===== config.mk =====
export PLATFORM = sky130hd
export DESIGN_NAME = three_source_irq_control
export DESIGN_NICKNAME = d
export VERILOG_FILES = /design/src/hdl/three_source_irq_control.v /design/src/hdl/pin_edge_detect.v
export VERILOG_INCLUDE_DIRS = /design/src /design/src/hdl
export SDC_FILE = /design/constraint.sdc
export NUM_CORES = 1
export LEC_CHECK = 0
export ABC_AREA = 1
export BUFFER_PORTS_ARGS = -buffer_cell sky130_fd_sc_hd__buf_2
export CAP_MARGIN = 20
export CORE_MARGIN = 2
export CORE_UTILIZATION = 47
export DETAILED_ROUTE_END_ITERATION = 7
export PLACE_DENSITY = 0.76
export SYNTH_ARGS = -nofsm -noshare
export SYNTH_HDL_FRONTEND = slang
export SYNTH_HIERARCHICAL = 1
export SYNTH_SLANG_ARGS = --single-unit

===== constraint.sdc =====
create_clock -name i_clk -period 1.5 [get_ports i_clk]
set_input_delay 0.075 -clock i_clk [delete_from_list [all_inputs] [get_ports i_clk]]
set_output_delay 0.075 -clock i_clk [all_outputs]
set_load 0.02 [all_outputs]

===== src/hdl/irq_ctrl_defs.vh =====
// constants for the three-source interrupt control block
`ifndef IRQ_CTRL_DEFS_VH
`define IRQ_CTRL_DEFS_VH
`define VEC_TIMER8      14'h0003
`define VEC_PIN_EDGE    14'h0002
`define VEC_TICK_TIMER  14'h0001
`define SRC_TIMER8      2
`define SRC_PIN_EDGE    1
`define SRC_TICK_TIMER  0
`define EDGE_RISING     1'b0
`define EDGE_FALLING    1'b1
`define GLOBAL_EN_RST   1'b0
`define REQ_FLAGS_RST   3'h0
`define EN_FLAGS_RST    3'h0
`define STACK_DEPTH     3
`define SAVE_FLAGS_W    5
`define VEC_W           14
`endif


===== src/hdl/three_source_irq_control.v =====
// interrupt control for three request sources with vectors and flag stack
//
// Contract
// - three sources, fixed priority: 8-bit timer, pin edge, tick timer
// - accepted request branches to vector 0003h, 0002h or 0001h
// - simultaneous enabled requests are accepted one by one by priority
// - unmask-all sets the global latch, mask-all clears it
// - acceptance clears the global latch, so nesting waits for an unmask-all
// - unmask-all takes effect after the following instruction completes
// - acceptance pushes five status flags on a three-deep stack
// - request flag sets on its event and clears on acceptance
// - each request flag has its own enable flag
// - global latch is never readable by software
// - reset clears the global latch
// - pin request flag sets on the selected pin edge
// - timer events drive their own separate request flags
// - pin-level flag mirrors the external pin
// - polarity flag: 0 rising edge, 1 falling edge
// - software may write request flags to raise or cancel requests
// - acceptance only at instruction boundaries, after second cycle if two-cycle
// - lower requests wait until an unmask-all, even inside a higher handler
// - acceptance and return each take one instruction cycle
`timescale 1ns/1ps
`include "irq_ctrl_defs.vh"
module three_source_irq_control #(
	parameter STACK_DEPTH = `STACK_DEPTH   // saved flag levels
) (
	input  wire        i_clk,             // system clock, 40 MHz
	input  wire        i_resetn,          // sync reset, active low
	input  wire        i_ce,              // clock enable
	input  wire        i_timer8_event,    // 8-bit timer match pulse
	input  wire        i_tick_event,      // interval timer pulse
	input  wire        i_ext_pin,         // external request pin
	input  wire        i_instr_end,       // pulse: instruction cycle boundary
	input  wire        i_second_pending,  // current instr needs a second cycle
	input  wire        i_unmask_all,      // pulse: unmask-all executed
	input  wire        i_mask_all,        // pulse: mask-all executed
	input  wire        i_ret_handler,     // pulse: return from handler
	input  wire        i_ack,             // pulse: core starts acceptance cycle
	input  wire [4:0]  i_core_flags,      // decimal, compare, carry, zero, index-enable
	input  wire        i_req_wr,          // write request flags
	input  wire [2:0]  i_req_wdata,       // {timer8, pin, tick} request values
	input  wire        i_en_wr,           // write enable flags
	input  wire [2:0]  i_en_wdata,        // {timer8, pin, tick} enable values
	input  wire        i_pol_wr,          // write edge polarity
	input  wire        i_pol_wdata,       // 0 rising, 1 falling
	output reg  [2:0]  o_req_flags,       // request flags, readable
	output reg  [2:0]  o_en_flags,        // enable flags, readable
	output reg         o_edge_polarity,   // polarity flag, readable
	output wire        o_pin_level,       // pin-level flag
	output wire        o_irq,             // request to core, combinational
	output reg  [13:0] o_vector,          // vector of accepted source
	output reg  [4:0]  o_restore_flags,   // flags popped on return
	output reg         o_restore_valid,   // pulse: restore data valid
	output reg  [1:0]  o_stack_level,     // saved levels in use
	output reg         o_stack_overflow   // push while stack full
);
	reg        global_enable_q;    // never on any read port
	reg        arm_pending_q;      // unmask-all waiting one instruction
	reg        arm_stage_q;
	reg [4:0]  stack_q [0:STACK_DEPTH-1];
	wire       pin_edge;
	wire [2:0] active;
	wire [2:0] grant;
	wire [2:0] set_evt;
	integer    k;

	// priority pick: highest set bit wins
	function [2:0] pick_highest;
		input [2:0] v;
		begin
			if (v[`SRC_TIMER8])
				pick_highest = 3'h4;
			else if (v[`SRC_PIN_EDGE])
				pick_highest = 3'h2;
			else if (v[`SRC_TICK_TIMER])
				pick_highest = 3'h1;
			else
				pick_highest = 3'h0;
		end
	endfunction

	pin_edge_detect u_pin (
		.i_clk     (i_clk),
		.i_resetn  (i_resetn),
		.i_ce      (i_ce),
		.i_pin     (i_ext_pin),
		.i_falling (o_edge_polarity),
		.o_level   (o_pin_level),
		.o_edge    (pin_edge)
	);

	// source events
	assign set_evt = {i_timer8_event, pin_edge, i_tick_event};
	assign active  = o_req_flags & o_en_flags;
	assign grant   = pick_highest(active);
	// request whenever an enabled flag is pending with the latch open, not gated by any boundary
	assign o_irq   = global_enable_q & (|active);

	// global latch with one-instruction arming delay
	always @(posedge i_clk) begin
		if (!i_resetn) begin
			global_enable_q <= `GLOBAL_EN_RST;
			arm_pending_q   <= 1'b0;
			arm_stage_q     <= 1'b0;
		end else if (i_ce) begin
			if (i_mask_all) begin
				global_enable_q <= 1'b0;
				arm_pending_q   <= 1'b0;
				arm_stage_q     <= 1'b0;
			end else if (i_ack) begin
				// acceptance also drops any arming still in progress
				global_enable_q <= 1'b0;
				arm_pending_q   <= 1'b0;
				arm_stage_q     <= 1'b0;
			end else if (i_unmask_all) begin
				arm_pending_q <= 1'b1;
				arm_stage_q   <= 1'b0;
			end else if (arm_pending_q && i_instr_end && !i_second_pending) begin
				// first boundary ends unmask-all, second ends the next instr
				if (arm_stage_q) begin
					global_enable_q <= 1'b1;
					arm_pending_q   <= 1'b0;
					arm_stage_q     <= 1'b0;
				end else begin
					arm_stage_q <= 1'b1;
				end
			end
		end
	end

	// request, enable and polarity flags
	always @(posedge i_clk) begin
		if (!i_resetn) begin
			o_req_flags     <= `REQ_FLAGS_RST;
			o_en_flags      <= `EN_FLAGS_RST;
			o_edge_polarity <= `EDGE_RISING;
		end else if (i_ce) begin
			// software write first, then clear on accept, then events win
			for (k = 0; k < 3; k = k + 1) begin
				if (set_evt[k])
					o_req_flags[k] <= 1'b1;
				else if (i_ack && grant[k])
					o_req_flags[k] <= 1'b0;
				else if (i_req_wr)
					o_req_flags[k] <= i_req_wdata[k];
			end
			if (i_en_wr)
				o_en_flags <= i_en_wdata;
			if (i_pol_wr)
				o_edge_polarity <= i_pol_wdata;
		end
	end

	// vector register, loaded in the acceptance cycle
	always @(posedge i_clk) begin
		if (!i_resetn) begin
			o_vector <= 14'h0000;
		end else if (i_ce && i_ack) begin
			case (grant)
				3'h4: o_vector <= `VEC_TIMER8;
				3'h2: o_vector <= `VEC_PIN_EDGE;
				3'h1: o_vector <= `VEC_TICK_TIMER;
				default: o_vector <= o_vector;
			endcase
		end
	end

	// three-level flag stack: push on accept, pop on return
	always @(posedge i_clk) begin
		if (!i_resetn) begin
			o_stack_level    <= 2'h0;
			o_stack_overflow <= 1'b0;
			o_restore_flags  <= 5'h00;
			o_restore_valid  <= 1'b0;
			for (k = 0; k < STACK_DEPTH; k = k + 1)
				stack_q[k] <= 5'h00;
		end else if (i_ce) begin
			o_restore_valid <= 1'b0;
			if (i_ack) begin
				// data buffer and working register are not saved here
				if (o_stack_level < STACK_DEPTH[1:0]) begin
					stack_q[o_stack_level] <= i_core_flags;
					o_stack_level <= o_stack_level + 2'h1;
				end else begin
					o_stack_overflow <= 1'b1;
				end
			end else if (i_ret_handler && o_stack_level != 2'h0) begin
				o_restore_flags <= stack_q[o_stack_level - 2'h1];
				o_restore_valid <= 1'b1;
				o_stack_level   <= o_stack_level - 2'h1;
			end
		end
	end
endmodule


===== src/hdl/pin_edge_detect.v =====
// synchroniser and selectable edge detector for the external request pin
`timescale 1ns/1ps
module pin_edge_detect (
	input  wire i_clk,        // system clock
	input  wire i_resetn,     // sync reset, active low
	input  wire i_ce,         // clock enable
	input  wire i_pin,        // raw external request pin
	input  wire i_falling,    // edge polarity select
	output wire o_level,      // synchronised pin level
	output wire o_edge        // one-cycle pulse on selected edge
);
	reg meta_q;
	reg sync_q;
	reg prev_q;

	// two-stage synchroniser plus history stage
	always @(posedge i_clk) begin
		if (!i_resetn) begin
			meta_q <= 1'b0;
			sync_q <= 1'b0;
			prev_q <= 1'b0;
		end else if (i_ce) begin
			meta_q <= i_pin;
			sync_q <= meta_q;
			prev_q <= sync_q;
		end
	end

	// edge select on synchronised level only
	assign o_level = sync_q;
	assign o_edge  = i_ce & (i_falling ? (prev_q & ~sync_q) : (~prev_q & sync_q));
endmodule


==> impl_metrics.json <==
{
  "fp.dieW_um": 71.51,
  "path_max_fanout": 5,
  "io_pins": 59,
  "cts-buffers-inserted": 5,
  "core_area_um2": 4384,
  "clk_pin_slew_worst_paths_ns": 0.08,
  "synth-simple-area-share": 0.2529,
  "r2r_cells": 6,
  "power.density_nw_per_um2": 1023,
  "grt.total_usage": 0.1857,
  "tritoncts": "yes",
  "finalWorstSetupSlack_ns": 0.05935,
  "cp-start-kind": "register",
  "nets": 363,
  "ys_types": 23,
  "placed_cell_area_um2": 2454,
  "max-clock-path-buffers": 2,
  "die_area_um2": 5114,
  "cp_cell_sequence": "ha_1, nor2_2, inv_2, nor2_8, nand2_4, nand2_1",
  "startpoint": "o_stack_level[0]",
  "crit_path_top_delay_cell": "dfxtp_4",
  "dp_hpwl_um": 3314,
  "synth_xor_area_frac": 0,
  "die_h_um": 71.51,
  "n_antenna_cell": 0,
  "area_growth_pct": 23.07,
  "place_inst": 371,
  "syn_area_um2": 2142,
  "cp.arrival_ns": 1.43,
  "leakagePower_nw": 1.336,
  "grt_max_degree": 19,
  "synth_compound_area_frac": 0.1040,
  "skew_ns": 0.003570,
  "totalWireLength_um": 4443,
  "reg2reg_from": "o_stack_level[0]",
  "required_ns": 1.49,
  "critPathKind": "register to register",
  "synthAdderAreaFrac": 0.02336,
  "final_common_cell": "nor2_1",
  "drtAntennaViolNets": 0,
  "run_status": "completed",
  "drv_slew": 0,
  "worstHoldStart": "i_en_wdata[2]",
  "drc": 0,
  "drtIter0Drc": 99,
  "hold_class": "input port to register",
  "n_fill_cell": 414,
  "hold_viol": 0,
  "grt_antenna_before_repair": 0,
  "min_period_ns": 1.441,
  "fin_tns_setup_ns": 0,
  "grt_pass1_vias": 1667,
  "setup_viol": 0,
  "routedWlPerCell_um": 11.54,
  "cts_root_buf": "clkbuf_8",
  "max-cap-violations": 0,
  "rsz0062_at_grt": "no",
  "grt_pass1_wl_um": 7438,
  "synth_top_family_by_area": "simple AND/OR/NAND/NOR gates",
  "post-place-ws_ns": 0.05049,
  "io_buffers": 46,
  "mostFrequentLayoutCells": "nor2_1, buf_2, nand2_1",
  "timing.fmax_mhz": 694.1,
  "via_per_inst": 4.725,
  "syn_area_per_cell_um2": 8.083,
  "clock-sinks": 44,
  "fin_cells": 385,
  "cts_setup_buffers": 0,
  "yosys_warnings": 6,
  "holdPathStages": 3,
  "clock_latency_ns": 0.30,
  "postLayoutCellArea_um2": 2636,
  "seq_area_frac_synth": 0.5047,
  "regToRegSetupSlack_ns": 0.06,
  "initial_utilization": 0.4886,
  "grt_remaining_overflow": 0,
  "gp_congestion": 0.7838,
  "worst_ir_drop_vdd_uv": 544.3,
  "fp-row-count": 24,
  "period_share": 0.9604,
  "p_total_mw": 2.698,
  "drtPass1Iterations": 4,
  "ys_ff_latch": 44,
  "htreeDepth": 2,
  "synth.area.mux_share": 0,
  "syn_inst": 265,
  "drive_gt1_frac": 0.2342,
  "endpoint_kind": "register",
  "vias": 1819,
  "critPathMaxStageDelay_ns": 0.36
}
[per-stage QoR]
| step | utilization | hold WS (ns) |
|---|---|---|
| 2_1_floorplan | - | 0.1739 |
| 3_3_place_gp | 0.5596 | 0.2656 |
| 3_5_place_dp | 0.5596 | 0.2704 |
| 4_1_cts | 0.5956 | 0.004273 |
| 5_1_grt | 0.6013 | 0.03623 |
| 6_report | 0.6013 | 0.01947 |
[sequential cells by signal (all words and copies together) (netlist names), 2 cells and up]
signal and cells:
stack_q 20, o_restore_flags 5, o_en_flags 3, o_req_flags 3, o_stack_level 2, o_vector 2
[worst max-delay path: cells and delay by family, from the launching register on]
family	cells	cell delay (ns)
simple gates	4	0.49
buf+inv	1	0.07
fa+ha+maj	1	0.21
flops	1	0.36
[synth_stat cells]
cell type   n  area share
a21oi_1    10       0.023
a21oi_2     2      0.0082
buf_2       5       0.012
buf_4      13       0.046
conb_1      1      0.0018
dfxtp_1    24        0.22
edfxtp_1   20        0.28
ha_1        4       0.023
inv_1      30       0.053
inv_2       2      0.0035
nand2_1    38       0.067
nand2_2     2      0.0058
nand2_4     3       0.016
nand3_1     9       0.021
nand3_2     1      0.0047
nand4_1     2      0.0058
nor2_1     69        0.12
nor2_2      1      0.0029
nor2_8      1      0.0093
o211ai_1    5       0.018
o21ai_0    20       0.047
o21ai_1     1      0.0023
o22ai_1     2      0.0058
[layout make-up]
cell class | instances | area [um^2] | area share
clock buffer | 6 | 72.57 | 0.02753
clock inverter | 2 | 35.03 | 0.01329
inverter | 32 | 120.1 | 0.04556
multi-input combinational | 187 | 893.4 | 0.3389
sequential | 44 | 1085 | 0.4115
tap | 52 | 65.06 | 0.02468
timing repair buffer | 62 | 365.4 | 0.1386
[power breakdown]
part / switching (mW) / internal, mW / total [mW]
registers: 0.0334 / 1.32 / 1.35
logic: 0.283 / 0.166 / 0.449
clock network: 0.403 / 0.493 / 0.896
total: 0.719 / 1.98 / 2.70
[path summary, 6_finish.rpt]
check | to
worst max-delay path | stack_q[1][3]
worst min-delay path | o_en_flags[2]
worst max register to register | stack_q[1][3]
worst min register to register | o_stack_overflow
[routing by layer]
layer,GRT usage,up-vias,share of wire
met4,0.08805,0,0.025
li1,-,949,-
met3,0.04641,11,0.058
met1,0.2468,808,0.47
met2,0.2850,51,0.45
met5,0,-,0
[logic make-up (layout without fill, tap and decap cells)]
kind of cell    count (synthesis)  count (layout)
simple gates                  126             126
fa+ha+maj                       4               4
other cells                     1              17
flops                          44              44
compound gates                 40              40
buf+inv                        50             102
[repair_timing]
item	CTS	global route
hold endpoints to repair	5	1
setup endpoints to repair	0	11
hold buffers	5	1
gates resized for setup	0	3
Power figures use the tool's default switching activity.
